==> src/hdl/dds_ctrl_pkg.sv <==
// Overview of operation
// - Bit 28 of the control word drives the comparator power-down line.
// - Loading bit 27 with 1 halts the block until the next master reset.
// - Bit 26 powers down the auxiliary control DAC alone.
// - Bit 25 powers down the cosine DAC, control DAC and reference together.
// - Bit 24 stops the digital clocks while the multiplier keeps running.
// - Bit 22 selects high oscillator gain and resets to 1.
// - Bit 21 resets to 1 and bypasses and powers down the multiplier loop.
// - Bits 20:16 set the multiplier factor, legal from 4 to 20 inclusive.
// - Writing 1 to bit 15 gives one clear pulse to accumulator 1, then 0.
// - The same update clears bit 15 in the staging buffer; the pulse works in every mode.
// - While bit 14 is 1 both accumulators are held at zero.
// - Bit 13 runs a repeating triangular sweep between the two frequencies in ramped frequency-shift mode.
// - Ramped frequency-shift mode is code 0x2 of the three-bit mode field.
// - The control word sits at byte addresses 1D to 20 hex.
package dds_ctrl_pkg;

  // ---------------------------------------------------------------
  // byte addresses, most significant byte first
  // ---------------------------------------------------------------
  localparam logic [5:0] ADDR_CW_B3 = 6'h1D;
  localparam logic [5:0] ADDR_CW_B2 = 6'h1E;
  localparam logic [5:0] ADDR_CW_B1 = 6'h1F;
  localparam logic [5:0] ADDR_CW_B0 = 6'h20;

  // ---------------------------------------------------------------
  // field positions
  // ---------------------------------------------------------------
  localparam int CW_CMP_PD = 28;
  localparam int CW_HALT = 27;
  localparam int CW_CDAC_PD = 26;
  localparam int CW_FULL_PD = 25;
  localparam int CW_DIG_PD = 24;
  localparam int CW_PLL_RANGE = 22;
  localparam int CW_PLL_BYPASS = 21;
  localparam int CW_MULT_LSB = 16;
  localparam int CW_ACC1_ONESHOT = 15;
  localparam int CW_ACC_HOLD = 14;
  localparam int CW_TRIANGLE = 13;
  localparam int CW_MODE_LSB = 9;

  // ---------------------------------------------------------------
  // reset value, readable bits and codes
  // ---------------------------------------------------------------
  localparam logic [31:0] CW_RESET = 32'h0060_0000;
  // open, reserved and self-clearing bits read as zero
  localparam logic [31:0] CW_READ_MASK = 32'h1F7F_6F73;
  localparam logic [2:0] MODE_RAMPED_FSK = 3'h2;
  localparam logic [4:0] MULT_MIN = 5'h04;
  localparam logic [4:0] MULT_MAX = 5'h14;

  typedef enum logic {SWEEP_UP, SWEEP_DOWN} sweep_state_type;

  // byte lane decode: {hit, lane}, lane 3 holds bits 31:24
  function automatic logic [2:0] lane_decode(input logic [5:0] a);
    case (a)
      ADDR_CW_B3: return 3'h7;
      ADDR_CW_B2: return 3'h6;
      ADDR_CW_B1: return 3'h5;
      ADDR_CW_B0: return 3'h4;
      default: return 3'h0;
    endcase
  endfunction

  function automatic logic mult_in_range(input logic [4:0] m);
    return (m >= MULT_MIN) && (m <= MULT_MAX);
  endfunction

endpackage

==> src/hdl/control_io_bank.sv <==
`timescale 1ns/1ns
module control_io_bank
  import dds_ctrl_pkg::*;
(
  input wire logic clk_sys,
  input wire logic rstn,
  input wire logic wr_en,
  input wire logic [5:0] wr_addr,
  input wire logic [7:0] wr_data,
  input wire logic update,
  input wire logic halted,
  output logic [31:0] buf_word
);

  logic [31:0] buf_q;
  logic [31:0] buf_d;
  logic [2:0] lane;

  // ---------------------------------------------------------------
  // staging bytes, moved to the live word on update
  // ---------------------------------------------------------------
  always_comb begin
    buf_d = buf_q;
    lane = lane_decode(wr_addr);
    if (update && !halted) begin
      buf_d[CW_ACC1_ONESHOT] = 1'b0;
    end
    // a write in the update cycle wins over the auto clear
    if (wr_en && !halted && lane[2]) begin
      buf_d[lane[1:0]*8 +: 8] = wr_data;
    end
  end

  always_ff @(posedge clk_sys or negedge rstn) begin
    if (!rstn) begin
      buf_q <= CW_RESET;
    end else begin
      buf_q <= buf_d;
    end
  end

  assign buf_word = buf_q;

endmodule

==> src/hdl/sweep_direction.sv <==
`timescale 1ns/1ns
module sweep_direction
  import dds_ctrl_pkg::*;
(
  input wire logic clk_sys,
  input wire logic rstn,
  input wire logic enable,
  input wire logic at_end,
  input wire logic at_start,
  output logic sweep_down
);

  sweep_state_type state_q;
  sweep_state_type state_d;

  // ---------------------------------------------------------------
  // turn at each limit; restart upward when disabled
  // ---------------------------------------------------------------
  always_comb begin
    state_d = state_q;
    case (state_q)
      SWEEP_UP: begin
        if (enable && at_end) begin
          state_d = SWEEP_DOWN;
        end
      end
      SWEEP_DOWN: begin
        if (!enable || at_start) begin
          state_d = SWEEP_UP;
        end
      end
      default: state_d = SWEEP_UP;
    endcase
  end

  always_ff @(posedge clk_sys or negedge rstn) begin
    if (!rstn) begin
      state_q <= SWEEP_UP;
    end else begin
      state_q <= state_d;
    end
  end

  assign sweep_down = (state_q == SWEEP_DOWN);

endmodule

==> src/hdl/dds_control_word_upper_fields.sv <==
`timescale 1ns/1ns
module dds_control_word_upper_fields
  import dds_ctrl_pkg::*;
(
  input wire logic clk_sys,
  input wire logic rstn,
  input wire logic io_wr_en,
  input wire logic io_rd_en,
  input wire logic [5:0] io_addr,
  input wire logic [7:0] io_wr_data,
  input wire logic io_update,
  input wire logic sweep_at_end,
  input wire logic sweep_at_start,
  output logic [7:0] io_rd_data,
  output logic comparator_pd,
  output logic control_dac_pd,
  output logic cosine_dac_pd,
  output logic reference_pd,
  output logic digital_clk_stop,
  output logic pll_high_gain,
  output logic pll_bypass,
  output logic pll_powerdown,
  output logic [4:0] pll_multiplier,
  output logic mult_range_fault,
  output logic acc1_clear,
  output logic acc2_clear,
  output logic triangle_sweep_en,
  output logic sweep_down,
  output logic mode_fault,
  output logic [2:0] operating_mode,
  output logic device_halted
);

  // ---------------------------------------------------------------
  // staging buffer and live control word
  // ---------------------------------------------------------------
  logic [31:0] buf_word;
  logic [31:0] cw_q;
  logic [31:0] cw_d;
  logic halted_q;
  logic halted_d;
  logic load;

  control_io_bank u_bank (
    .clk_sys(clk_sys),
    .rstn(rstn),
    .wr_en(io_wr_en),
    .wr_addr(io_addr),
    .wr_data(io_wr_data),
    .update(io_update),
    .halted(halted_q),
    .buf_word(buf_word)
  );

  // live word loads on update; a halted block takes nothing
  always_comb begin
    load = io_update && !halted_q;
    cw_d = cw_q;
    if (load) begin
      cw_d = buf_word;
      cw_d[CW_ACC1_ONESHOT] = 1'b0;
    end
    // halt is sticky, only rstn ends it
    halted_d = halted_q || (load && buf_word[CW_HALT]);
  end

  always_ff @(posedge clk_sys or negedge rstn) begin
    if (!rstn) begin
      cw_q <= CW_RESET;
      halted_q <= 1'b0;
    end else begin
      cw_q <= cw_d;
      halted_q <= halted_d;
    end
  end

  // ---------------------------------------------------------------
  // read port
  // ---------------------------------------------------------------
  logic [7:0] rd_q;
  logic [7:0] rd_d;
  logic [2:0] rd_lane;
  logic [31:0] rd_word;

  // read decode; unmapped address answers zero
  always_comb begin
    rd_d = rd_q;
    rd_lane = lane_decode(io_addr);
    rd_word = cw_q & CW_READ_MASK;
    if (io_rd_en) begin
      rd_d = rd_lane[2] ? rd_word[rd_lane[1:0]*8 +: 8] : 8'h00;
    end
  end

  always_ff @(posedge clk_sys or negedge rstn) begin
    if (!rstn) begin
      rd_q <= 8'h00;
    end else begin
      rd_q <= rd_d;
    end
  end

  // ---------------------------------------------------------------
  // analog and clock controls
  // ---------------------------------------------------------------
  logic [13:0] ana_q;
  logic [13:0] ana_d;

  // taken from cw_d so outputs line up with the live word
  always_comb begin
    ana_d = '0;
    ana_d[0] = cw_d[CW_CMP_PD];
    // control DAC off on either bit
    ana_d[1] = cw_d[CW_CDAC_PD] | cw_d[CW_FULL_PD];
    ana_d[2] = cw_d[CW_FULL_PD];
    ana_d[3] = cw_d[CW_FULL_PD];
    ana_d[4] = cw_d[CW_DIG_PD] | halted_d;
    ana_d[5] = cw_d[CW_PLL_RANGE];
    // bypass also powers the loop down
    ana_d[6] = cw_d[CW_PLL_BYPASS];
    ana_d[7] = cw_d[CW_PLL_BYPASS];
    ana_d[12:8] = cw_d[CW_MULT_LSB +: 5];
    // flag an illegal factor while the loop is in use
    ana_d[13] = !cw_d[CW_PLL_BYPASS] &&
      !mult_in_range(cw_d[CW_MULT_LSB +: 5]);
  end

  always_ff @(posedge clk_sys or negedge rstn) begin
    if (!rstn) begin
      ana_q <= {1'b0, CW_RESET[CW_MULT_LSB +: 5],
        CW_RESET[CW_PLL_BYPASS], CW_RESET[CW_PLL_BYPASS],
        CW_RESET[CW_PLL_RANGE], 5'h00};
    end else begin
      ana_q <= ana_d;
    end
  end

  // ---------------------------------------------------------------
  // accumulator clears and sweep
  // ---------------------------------------------------------------
  logic [5:0] dds_q;
  logic [5:0] dds_d;
  logic pulse;
  logic tri_en;
  logic sweep_dir;

  // pulse from the live load only, any mode; the update clears the buffer copy
  assign pulse = load && buf_word[CW_ACC1_ONESHOT];
  // sweep only in ramped frequency-shift mode
  assign tri_en = cw_q[CW_TRIANGLE] && !halted_q &&
    !cw_q[CW_DIG_PD] &&
    (cw_q[CW_MODE_LSB +: 3] == MODE_RAMPED_FSK);

  // direction turns at each sweep limit
  sweep_direction u_sweep (
    .clk_sys(clk_sys),
    .rstn(rstn),
    .enable(tri_en),
    .at_end(sweep_at_end),
    .at_start(sweep_at_start),
    .sweep_down(sweep_dir)
  );

  always_comb begin
    dds_d = '0;
    // pulse or level hold on accumulator 1
    dds_d[0] = pulse | cw_d[CW_ACC_HOLD] | halted_d;
    dds_d[1] = cw_d[CW_ACC_HOLD] | halted_d;
    dds_d[2] = tri_en;
    dds_d[3] = sweep_dir;
    // host put the triangle bit outside its mode
    dds_d[4] = cw_q[CW_TRIANGLE] &&
      (cw_q[CW_MODE_LSB +: 3] != MODE_RAMPED_FSK);
    dds_d[5] = halted_d;
  end

  always_ff @(posedge clk_sys or negedge rstn) begin
    if (!rstn) begin
      dds_q <= 6'h00;
    end else begin
      dds_q <= dds_d;
    end
  end

  // ---------------------------------------------------------------
  // output mapping, all from flip-flops
  // ---------------------------------------------------------------
  assign io_rd_data = rd_q;
  assign comparator_pd = ana_q[0];
  assign control_dac_pd = ana_q[1];
  assign cosine_dac_pd = ana_q[2];
  assign reference_pd = ana_q[3];
  assign digital_clk_stop = ana_q[4];
  assign pll_high_gain = ana_q[5];
  assign pll_bypass = ana_q[6];
  assign pll_powerdown = ana_q[7];
  assign pll_multiplier = ana_q[12:8];
  assign mult_range_fault = ana_q[13];
  assign acc1_clear = dds_q[0];
  assign acc2_clear = dds_q[1];
  assign triangle_sweep_en = dds_q[2];
  assign sweep_down = dds_q[3];
  assign mode_fault = dds_q[4];
  assign device_halted = dds_q[5];
  assign operating_mode = cw_q[CW_MODE_LSB +: 3];
endmodule

==> config.mk <==
export PLATFORM = sky130hd
export DESIGN_NAME = dds_control_word_upper_fields
export DESIGN_NICKNAME = d
export VERILOG_FILES = /design/src/hdl/dds_ctrl_pkg.sv /design/src/hdl/control_io_bank.sv /design/src/hdl/sweep_direction.sv /design/src/hdl/dds_control_word_upper_fields.sv
export SDC_FILE = /design/constraint.sdc
export NUM_CORES = 1
export LEC_CHECK = 0
export BUFFER_PORTS_ARGS = -buffer_cell sky130_fd_sc_hd__buf_2
export CORE_ASPECT_RATIO = 1.25
export CORE_MARGIN = 2
export CORE_UTILIZATION = 30
export DETAILED_ROUTE_END_ITERATION = 8
export HOLD_SLACK_MARGIN = 0.05
export SYNTH_ARGS = -nofsm -noshare
export SYNTH_HDL_FRONTEND = slang
export SYNTH_SLANG_ARGS = --single-unit
==> constraint.sdc <==
create_clock -name clk_sys -period 2.3 [get_ports clk_sys]
set_input_delay 0.46 -clock clk_sys [delete_from_list [all_inputs] [get_ports clk_sys]]
set_output_delay 0.46 -clock clk_sys [all_outputs]
set_load 0.005 [all_outputs]
==> implementation parameters, run 1 <==
Parameter                              Value

STA
  Worst setup margin ... 369 ps
  Slew headroom ... 64.9%
  Transition time at the pin with the least slew margin ... between 500 and 600 ps
  RSZ-0062 raised after global routing ... no
  Final critical-path share of the clock period ... between 80% and 90%
  Number of setup violations in the final report ... 0
  Final Hold Viols ... 0
  Count of pins over their slew limit ... 0
  Maximum clock rate ... about 0.52 GHz
  Post-route minimum period ... slightly below 2000 ps
  Maximum clock skew at final layout ... around 4.8 ps

Drt
  Wire length reported by the detailed router ... 6900 µm
  Drt drc ... 0
  Antenna Nets Post-Route ... 0
  Average wire per cell in the routed design ... ~15 µm
  First-pass DRT Iterations ... 4
  1st-iter DRT viols ... 91
  Number of vias in the routed layout ... 2068
  Via density ... roughly 4.6

Placement
  Number of placed instances with taps included ... ~440
  IO Port Bufs ... 50
  Minimum setup slack after placement ... around 21 ps
  Routability-driven placement congestion ratio ... around 0.79
  Final HPWL from detailed placement ... approximately 5300 µm

GRT
  Wire length of the first global-routing pass ... between 10000 and 15000 µm
  Global router's overall resource usage ... roughly 14%
  Largest net degree at the start of global routing ... between 40 and 50
  Vias in the first global route ... between 2000 and 2500
  Antenna violations before repair ... 0
  Gr ovfl total ... 0

Clock tree
  Gates resized, CTS repair ... 0
  Cell chosen for the clock root ... sky130_fd_sc_hd__clkbuf_16
  Number of levels in the clock H-tree ... 3
  Number of CTS-inserted buffers ... 9
  Source-to-sink clock delay at the later pin of the worst-skew pair ... 330 ps
  Clock sink count ... 64
  Total setup buffers inserted after CTS ... 0
  CTS tree ... done
  Max Root-Sink Buffers ... 2
  CTS clock-pin slew for the worst setup and hold paths ... ~50 ps
  CTS Hold Bufs ... 0

Layout
  Post-layout utilization of the core ... 36.7%
  Fraction of layout cells with a size suffix above 1 ... about 37%
  Fill count ... approximately 1000
  Area growth from synthesis to layout ... 20.9%
  Final instance count without filler cells ... 451
  Ant diodes ... 0
  Layout Nets ... roughly 340

Logic synthesis
  Post-synthesis instance total ... 265
  Flip-flop and latch count after synthesis ... 64
  Fraction of the mapped netlist area in adder cells ... around 1.6%
  Proportion of synthesized chip area in sequential cells ... a little over half
  Net count after synthesis ... 290
  Number of enable flip-flop cells after synthesis ... 0
  Mux cell area share after synthesis ... ~17%
  Xor-xnor portion of the synthesized cell area ... 0%
  Most used flip-flop cell after synthesis ... sky130_fd_sc_hd__dfrtp_1
  Share of the synthesized area in compound gates (AO/OA/AOI/OAI) ... around 8.0%
  Number of warnings reported in the yosys synthesis log ... 0
  Async set or reset register ratio after synthesis ... 100%
  Post-synthesis cell type count ... 45
  Post-Syn Area per Cell ... 11.5 µm²
  Dominant combinational cell family by area after synthesis ... multiplexers
  Post-Syn Area ... 0.00304 mm²
  Post-Synth Simple-Gate Area ... between 10% and 20%

Die
  Die Area ... approximately 0.011 mm²
  Area of the placeable core ... about 0.01 mm²
  Floorplan die width ... around 94 µm
  Starting Density ... a little under a third
  Row cnt ... 41
  Die Y ... between 100 and 150 µm
  Number of primary I/O pins ... between 50 and 60

Status
  Status ... finished, final reports clean

Worst setup path
  Max Fanout on Critical Path ... 7
  Kind of start point of the critical path ... primary input
  CP endpoint kind ... flop
  Data required time of the worst path ... ~2600 ps
  Critical path class ... in -> reg
  Setup slack, reg-to-reg ... 520 ps
  Data arrival time at the worst-slack endpoint ... roughly 2200 ps

Power
  Pint ... ~0.002 W
  Peak supply drop ... ~0.37 mV
  Switching power share of the total ... between 20% and 30%
  Psw ... approximately 0.0006 W
  Sequential power share ... ~47%
  Static leakage ... 1.76 nW
  Part of the power in the clock network ... 45.8%
  Combinational Power Share ... approximately 7.6%
  Areal power density over the cells ... 699 mW/mm²

Run
  Reported max-cap violation count ... 0

Min path
  Hold Path Class ... in -> async
[synth_stat cells (2+ instances only)]
cell type / instances / area, µm²
sky130_fd_sc_hd__inv_1: 28 / 105
sky130_fd_sc_hd__dfstp_2: 4 / 105
sky130_fd_sc_hd__mux2i_1: 21 / 210
sky130_fd_sc_hd__clkbuf_1: 3 / 11.3
sky130_fd_sc_hd__mux2_2: 27 / 304
sky130_fd_sc_hd__nand4_1: 6 / 37.5
sky130_fd_sc_hd__nand2b_1: 3 / 18.8
sky130_fd_sc_hd__nand3_1: 4 / 20.0
sky130_fd_sc_hd__nor2b_1: 6 / 37.5
sky130_fd_sc_hd__o22ai_1: 5 / 31.3
sky130_fd_sc_hd__ha_1: 4 / 50.1
sky130_fd_sc_hd__o21ai_0: 2 / 10.0
sky130_fd_sc_hd__dfrtp_1: 60 / 1500
sky130_fd_sc_hd__buf_4: 13 / 97.6
sky130_fd_sc_hd__and3_1: 3 / 18.8
sky130_fd_sc_hd__a21bo_2: 6 / 60.1
sky130_fd_sc_hd__a32oi_1: 3 / 26.3
sky130_fd_sc_hd__a22o_1: 2 / 17.5
sky130_fd_sc_hd__and4b_1: 2 / 20.0
sky130_fd_sc_hd__a22oi_1: 4 / 30.0
sky130_fd_sc_hd__buf_2: 3 / 15.0
sky130_fd_sc_hd__buf_6: 3 / 33.8
sky130_fd_sc_hd__nor2_1: 2 / 7.51
sky130_fd_sc_hd__nand2_1: 30 / 113
[state kept, by name, indices dropped and copies added (netlist names)]
name	cells
u_sweep.sweep_down	1
ana_q	12
io_rd_data	7
cw_q	14
dds_q	6
u_bank.buf_word	24
[final timing paths]
kind / from / to / depth (start not counted)
max: io_addr[5] / u_bank.buf_word[24] / 9
min: rstn / dds_q[0] / 1
max reg2reg: dds_q[5] / ana_q[13] / 4
min reg2reg: u_sweep.sweep_down / dds_q[3] / 0
max in group asynchronous: rstn / ana_q[7] / 2
min in group clk_sys: io_wr_data[6] / u_bank.buf_word[22] / 3
[power groups by stage]
stage / clock [W] / combinational [W] / sequential [W]
finish: 0.00118 / 0.000194 / 0.00120
global route: 0.00127 / 0.000218 / 0.00120
CTS: 0.00122 / 0.000199 / 0.00120
detailed placement: 0 / 0.000199 / 0.00122
global placement: 0 / 0.000197 / 0.00122
floorplan: 0 / 0.000113 / 0.00121
[layout make-up]
| class | count | area [µm²] | share of cell area (%) |
|---|---|---|---|
| repair buffers | 64 | 368 | 10.0 |
| clock buffers | 11 | 233 | 6.33 |
| well taps | 129 | 161 | 4.39 |
| inverters | 28 | 105 | 2.86 |
| flip-flops and latches | 64 | 1610 | 43.7 |
| clock inverters | 4 | 22.5 | 0.613 |
| multi-input cells | 151 | 1180 | 32.1 |
[through the flow]
stage / hold WS (ps) / setup TNS [ps] / power [W] / cell area, µm²
after global placement: 383 / 0 / 0.00141 / 3420
after detailed placement: 402 / 0 / 0.00142 / 3420
after CTS: 113 / 0 / 0.00262 / 3680
final: 103 / 0 / 0.00257 / 3680
after global routing: 143 / 0 / 0.00269 / 3680
after floorplan: 164 / -141 / 0.00132 / 3050
[critical path, cell delays in order]
cell,delay [ps]
sky130_fd_sc_hd__buf_2,110
sky130_fd_sc_hd__and4b_1,370
sky130_fd_sc_hd__o21a_1,210
sky130_fd_sc_hd__inv_1,90
sky130_fd_sc_hd__ha_1,240
sky130_fd_sc_hd__buf_4,170
sky130_fd_sc_hd__and4b_1,340
sky130_fd_sc_hd__nand2_1,70
sky130_fd_sc_hd__mux2i_1,120
[cell families after synthesis]
| kind of cell | after synthesis |
|---|---|
| AND/OR/NAND/NOR | 67 |
| buffers and inverters | 50 |
| flip-flops | 64 |
| other | 1 |
| AO/OA/AOI/OAI | 31 |
| adder cells (fa/ha/maj) | 4 |
| multiplexers | 48 |
[routing by layer]
layer | global-route usage, % | vias up | wire length (µm)
li1 | - | 1003 | -
met1 | 15.4 | 1013 | 2880
met2 | 22.3 | 40 | 3470
met3 | 5.16 | 12 | 352
met4 | 6.76 | 0 | 197
met5 | 0 | - | 0
[cells in the final DEF (no fill, tap or decap), drive strengths merged, types with 4 or more instances in the layout]
cell type,n
ha,4
inv,28
nand2,31
nand4,6
buf,64
mux2i,21
o22ai,5
clkbuf,11
a21bo,6
mux2,27
nor2b,6
dfstp,4
nand3,4
a22oi,4
dfrtp,60
Note: power is estimated with default switching activity, not from simulation.
==> run 2, diff against run 1 <==
clock period = 1.6 ns   (was 2.3 ns; I/O delays follow)
==> implementation parameters, run 2 (synthesis results as in run 1) <==
Parameter                              Value

Status
  Status ... finished, final reports clean

Power
  Part of the power in the clock network ... 45.4% (-0.4 points)
  Pint ... 0.00286 W (+45%)
  Psw ... 0.000863 W (+46%)
  Static leakage ... 1.85 nW (+5.0%)
  Areal power density over the cells ... 968 mW/mm² (+38%)
  Sequential power share ... 46.3% (-0.4 points)
  Peak supply drop ... 0.449 mV (+22%)
  Switching power share of the total ... 23.2% (+0.16 points)
  Combinational Power Share ... 8.2% (+0.6 points)

Clock tree
  Number of CTS-inserted buffers ... 9 (unchanged)
  Cell chosen for the clock root ... sky130_fd_sc_hd__clkbuf_16
  CTS tree ... done
  Max Root-Sink Buffers ... 2 (unchanged)
  Number of levels in the clock H-tree ... 3 (unchanged)
  Clock sink count ... 64 (unchanged)
  CTS clock-pin slew for the worst setup and hold paths ... 50 ps (about the same)
  Source-to-sink clock delay at the later pin of the worst-skew pair ... 330 ps (about the same)

Worst setup path
  Setup slack, reg-to-reg ... 40 ps (-480 ps)
  Crit path cell chain ... buf_2 -> and4b_2 -> nand2_1 -> ha_4 -> a21boi_1 -> buf_4 -> nand4_1 -> a21bo_2
  FF-to-FF Start ... dds_q[5]
  Worst reg2reg endpoint ... u_bank.buf_word[20]
  Critical path class ... in -> reg
  Critical path's largest stage delay ... 340 ps (-30 ps)
  Kind of start point of the critical path ... primary input
  Max Fanout on Critical Path ... 5 (-2)
  Logic depth of the worst register-to-register path ... 4 (unchanged)
  CP endpoint kind ... flop
  Master of the slowest instance on the critical path ... sky130_fd_sc_hd__ha_4
  Data required time of the worst path ... 1860 ps (-690 ps)
  Data arrival time at the worst-slack endpoint ... 1830 ps (-350 ps)

Layout
  Fill count ... 1018 (+0.20%)
  Area growth from synthesis to layout ... 26.5%
  Fraction of layout cells with a size suffix above 1 ... 42.8% (+5.5 points)
  Layout Nets ... 355 (+3.5%)
  Most frequent standard cell in the layout excluding fill and tap cells ... sky130_fd_sc_hd__dfrtp_1
  Final instance count without filler cells ... 463 (+2.7%)
  Final design instance area without fill ... 0.00385 mm² (+4.7%)
  Commonest cells after routing, fill and taps aside ... sky130_fd_sc_hd__dfrtp_1, sky130_fd_sc_hd__buf_2, sky130_fd_sc_hd__nand2_1
  Largest register FFs ... 24 (unchanged)
  Ant diodes ... 0 (unchanged)

Drt
  Antenna Nets Post-Route ... 0 (unchanged)
  Average wire per cell in the routed design ... 15.0 µm (-1.9%)
  First-pass DRT Iterations ... 4 (unchanged)
  Wire length reported by the detailed router ... 6950 µm (+0.74%)
  Via density ... 4.65 (+1.5%)
  1st-iter DRT viols ... 140 (+54%)
  Drt drc ... 0 (unchanged)
  Number of vias in the routed layout ... 2155 (+4.2%)

STA
  Post-route minimum period ... 1570 ps
  Count of pins over their slew limit ... 0 (unchanged)
  Final critical-path share of the clock period ... between 90% and 100%
  Final Hold Viols ... 0 (unchanged)
  Maximum clock rate ... between 0.6 and 0.7 GHz
  Maximum clock skew at final layout ... 9.65 ps (+4.83 ps)
  Min Hold Slack ... 243 ps (+139 ps)
  Number of setup violations in the final report ... 0 (unchanged)
  RSZ-0062 raised after global routing ... yes

Die
  Area of the placeable core ... 0.0100 mm² (unchanged)
  Floorplan die width ... 94.0 µm (unchanged)
  Starting Density ... 30.4% (unchanged)
  Row cnt ... 41 (unchanged)
  Die Area ... 0.0110 mm² (unchanged)
  Die Y ... 117 µm (unchanged)
  Number of primary I/O pins ... 52 (unchanged)

GRT
  Gr busiest metal ... met2
  Met3 GRT Util ... 3.55% (-1.6 points)
  Met1 capacity usage during global routing ... 16.9% (+1.5 points)
  Largest net degree at the start of global routing ... 65 (+51%)
  Antenna violations before repair ... 0 (unchanged)
  Wire length of the first global-routing pass ... 11100 µm (+1.3%)
  Met2 track demand over resource ... 22.3% (+0.048 points)
  Vias in the first global route ... 2092 (-0.52%)
  Gr ovfl total ... 0 (unchanged)
  Global router's overall resource usage ... 13.7% (+0.14 points)

Placement
  Instance area at placement ... 0.00356 mm² (+4.2%)
  Routability-driven placement congestion ratio ... 0.814 (+2.6%)
  Final HPWL from detailed placement ... 5260 µm (-0.58%)
  Number of placed instances with taps included ... 447 (+2.5%)
  IO Port Bufs ... 50 (unchanged)

Min path
  Hold Path Class ... in -> reg
  Instance count along the most critical hold path ... 3
  WHS Endpoint ... u_bank.buf_word[15]
  HP Start ... io_wr_data[7]

Run
  Reported max-cap violation count ... 0 (unchanged)
==> run 2: cell count changes in the layout (fill, tap and decap cells not counted), moves of 2 or more <==
| cell | delta |
|---|---|
| sky130_fd_sc_hd__nor2b_2 | +2 |
| sky130_fd_sc_hd__nor2b_1 | -2 |
| sky130_fd_sc_hd__buf_4 | +9 |
| sky130_fd_sc_hd__ha_1 | -2 |
==> run 2: routing by layer <==
layer	share of wire, %	vias to the layer above
met5	0	-
met2	50	50
met3	4.4	11
li1	-	1024
met4	2.5	0
met1	43	1070
==> run 2: how the worst max path moves through the flow <==
stage | start | endpoint | slack [ps] | cells after the start
detailed placement | io_addr[5] | u_bank.buf_word[0] | -290 | 8
global route | dds_q[5] | u_bank.buf_word[20] | -70 | 4
floorplan | io_addr[5] | u_bank.buf_word[10] | -280 | 9
finish | io_addr[5] | u_bank.buf_word[0] | 30 | 8
global placement | io_addr[5] | u_bank.buf_word[1] | -250 | 8
CTS | dds_q[5] | u_bank.buf_word[20] | 20 | 4
==> run 2: area by class of cell <==
cell class              instances  area (µm²)  share of cell area, %
flip-flops and latches         64        1610                   41.8
clock inverters                 4        22.5                  0.585
clock buffers                  11         233                   6.05
multi-input cells             151        1240                   32.3
well taps                     129         161                   4.20
repair buffers                 76         477                   12.4
inverters                      28         105                   2.73
==> run 2: through the flow <==
step / power (W) / setup WS [ps] / TNS (ps) / utilization (%)
finish: 0.00372 / 33.5 / 0 / 38.5
global route: 0.00389 / -66.1 / -303 / 38.5
CTS: 0.00379 / 19.8 / 0 / 38.3
detailed placement: 0.00206 / -291 / -6220 / 35.6
global placement: 0.00206 / -252 / -5540 / 35.6
floorplan: 0.00191 / -277 / -5870 / -
==> run 2: what timing repair did <==
item                       in CTS  in global routing
setup endpoints to repair      25                 12
hold endpoints to repair       60                  0
hold buffers                    1                  0
resized for setup               2                  4
pin swaps                       1                  2
buffers inserted                0                  0
==> run 2: critical path, delay by kind of cell <==
kind	cells	cell delay, ps
AO/OA/AOI/OAI	2	360
adder cells (fa/ha/maj)	1	340
buffers and inverters	2	250
AND/OR/NAND/NOR	3	550
==> run 2: power by group through the flow <==
stage                     clock, W  sequential [W]  combinational, W
after floorplan                  0         0.00174          0.000172
after CTS                  0.00175         0.00173          0.000312
after global placement           0         0.00175          0.000307
after global routing       0.00182         0.00173          0.000341
final                      0.00169         0.00173          0.000306
after detailed placement         0         0.00175          0.000309
==> run 3, diff against run 2 <==
SYNTH_HIERARCHICAL = 1   (was unset)
==> implementation parameters, run 3 <==
Parameter                              Value

Drt
  Number of vias in the routed layout ... 2321 (+7.7%)
  Antenna Nets Post-Route ... 0 (unchanged)
  Via density ... 4.87 (+4.5%)
  Drt drc ... 0 (unchanged)
  1st-iter DRT viols ... 103 (-26%)
  Average wire per cell in the routed design ... 15.9 µm (+5.6%)
  Wire length reported by the detailed router ... 7560 µm (+8.8%)
  First-pass DRT Iterations ... 4 (unchanged)

STA
  Final Hold Viols ... 0 (unchanged)
  RSZ-0062 raised after global routing ... yes
  Maximum clock rate ... 0.637 GHz (-0.29%)
  Number of setup violations in the final report ... 0 (unchanged)
  Count of pins over their slew limit ... 0 (unchanged)
  Post-route minimum period ... 1570 ps (+4.56 ps)
  Final critical-path share of the clock period ... 98.2% (+0.28 points)
  Maximum clock skew at final layout ... 6.22 ps (-3.43 ps)

Worst setup path
  CP Capture Point ... u_bank/buf_word[25]
  Logic depth of the worst register-to-register path ... 5 (+1)
  Critical path class ... in -> reg
  Setup slack, reg-to-reg ... 120 ps (+80 ps)
  CP endpoint kind ... flop
  FF-to-FF Start ... dds_q[5]
  Data arrival time at the worst-slack endpoint ... 1810 ps (-20 ps)
  Kind of start point of the critical path ... primary input
  Data required time of the worst path ... 1840 ps (-20 ps)
  Max Fanout on Critical Path ... 5 (unchanged)
  Worst setup path start ... io_addr[5]
  Worst reg2reg endpoint ... ana_q[13]

Die
  Die Y ... 118 µm (+1.2%)
  Starting Density ... 30.8% (+0.45 points)
  Floorplan die width ... 95.2 µm (+1.2%)
  Number of primary I/O pins ... 52 (unchanged)
  Area of the placeable core ... 0.0101 mm² (+1.0%)
  Row cnt ... 41 (unchanged)
  Die Area ... 0.0112 mm² (+2.4%)

GRT
  Global router's overall resource usage ... 14.3% (+0.59 points)
  Wire length of the first global-routing pass ... 12000 µm (+8.9%)
  Antenna violations before repair ... 0 (unchanged)
  Largest net degree at the start of global routing ... 36 (-45%)
  Gr ovfl total ... 0 (unchanged)
  Vias in the first global route ... 2331 (+11%)

Logic synthesis
  Post-Syn Area ... 0.00312 mm² (+2.5%)
  Net count after synthesis ... 304 (+4.8%)
  Post-synthesis instance total ... 279 (+5.3%)
  Post-Syn Area per Cell ... 11.2 µm² (-2.6%)
  Number of warnings reported in the yosys synthesis log ... 6 (+6)

Placement
  Number of placed instances with taps included ... 459 (+2.7%)
  Routability-driven placement congestion ratio ... 0.840 (+3.2%)
  Final HPWL from detailed placement ... 5620 µm (+6.8%)
  Instance area at placement ... 0.00361 mm² (+1.4%)
  IO Port Bufs ... 50 (unchanged)

Clock tree
  CTS tree ... done
  Number of levels in the clock H-tree ... 3 (unchanged)
  Number of CTS-inserted buffers ... 9 (unchanged)
  Clock sink count ... 64 (unchanged)
  Source-to-sink clock delay at the later pin of the worst-skew pair ... 330 ps (about the same)
  CTS clock-pin slew for the worst setup and hold paths ... 50 ps (about the same)
  Cell chosen for the clock root ... sky130_fd_sc_hd__clkbuf_16
  Max Root-Sink Buffers ... 2 (unchanged)

Power
  Areal power density over the cells ... 997 mW/mm² (+3.0%)
  Total Power ... 0.00401 W (+7.7%)
  Peak supply drop ... 0.393 mV (-12%)
  Combinational Power Share ... 10.1% (+1.9 points)
  Switching power share of the total ... 23.0% (-0.16 points)
  Static leakage ... 1.92 nW (+3.5%)
  Pint ... 0.00309 W (+7.9%)
  Sequential power share ... 44.4% (-1.9 points)
  Part of the power in the clock network ... 45.6% (+0.2 points)
  Psw ... 0.000923 W (+6.9%)

Layout
  Fraction of layout cells with a size suffix above 1 ... 42.0% (-0.86 points)
  Final instance count without filler cells ... 477 (+3.0%)
  Fill count ... 939 (-7.8%)
  Most frequent standard cell in the layout excluding fill and tap cells ... sky130_fd_sc_hd__dfrtp_1
  Area growth from synthesis to layout ... 29.0%
  Layout Nets ... 368 (+3.7%)
  Commonest cells after routing, fill and taps aside ... sky130_fd_sc_hd__dfrtp_1, sky130_fd_sc_hd__buf_2, sky130_fd_sc_hd__nand2_1
  Ant diodes ... 0 (unchanged)
  Largest register FFs ... 24 (unchanged)
  Final design instance area without fill ... 0.00402 mm² (+4.5%)

Min path
  Hold Path Class ... in -> reg

Status
  Status ... finished, final reports clean

Run
  Reported max-cap violation count ... 0 (unchanged)
-- run 3: worst max-delay path, cell delays in order --
cell and delay (ps):
sky130_fd_sc_hd__buf_6 90, sky130_fd_sc_hd__and4b_4 390, sky130_fd_sc_hd__nand2_4 80, sky130_fd_sc_hd__ha_4 270, sky130_fd_sc_hd__nor4_4 320, sky130_fd_sc_hd__nand2_1 140, sky130_fd_sc_hd__o31ai_2 200
-- run 3: how the worst min path moves through the flow --
| stage | start | endpoint | slack, ps | cells after the start |
|---|---|---|---|---|
| 3_3_place_gp | rstn | ana_q[9] | 240 | 1 |
| 4_1_cts | io_wr_data[7] | u_bank/buf_word[15] | 220 | 3 |
| 3_5_place_dp | rstn | ana_q[9] | 250 | 1 |
| 2_1_floorplan | rstn | ana_q[0] | 20 | 0 |
| 5_1_grt | io_wr_data[7] | u_bank/buf_word[15] | 220 | 3 |
| 6_report | io_wr_data[7] | u_bank/buf_word[15] | 220 | 3 |
-- run 3: cell type report --
cell class	instances	area, µm²	share of cell area [%]
clock buffer	16	282	7.00
sequential	64	1610	40.0
multi-input combinational	176	1410	34.9
inverter	13	48.8	1.21
timing repair buffer	79	518	12.9
tap	129	161	4.01
-- run 3: layer usage --
metal	vias up	GRT usage [%]	part of all wire (%)
met5	-	0	0
met4	0	6.25	2.1
met3	11	3.84	5.2
met2	60	23.2	51
met1	1138	17.4	42
li1	1112	-	-
-- run 3: what timing repair did --
action	4_1_cts	5_1_grt
pin swaps	0	7
hold buffers	1	0
setup buffers	0	1
gates cloned	0	0
gates resized for setup	4	20
setup endpoints to repair	7	23
endpoints found under the hold margin	10	0
-- run 3: power by group through the flow --
stage	logic [W]	clock network, W	registers (W)
global placement	0.000370	0	0.00180
detailed placement	0.000377	0	0.00180
floorplan	0.000224	0	0.00178
CTS	0.000385	0.00186	0.00178
global route	0.000444	0.00193	0.00179
finish	0.000404	0.00183	0.00178
-- run 3: metrics by stage --
step / utilization [%] / TNS, ps / worst slack [ps] / hold slack [ps]
after floorplan: - / -1920 / -104 / 24.4
after global placement: 35.8 / -6010 / -306 / 243
after global routing: 39.8 / -106 / -38.9 / 221
final: 39.8 / 0 / 28.9 / 224
after detailed placement: 35.8 / -7080 / -408 / 252
after CTS: 38.8 / 0 / 16.0 / 215
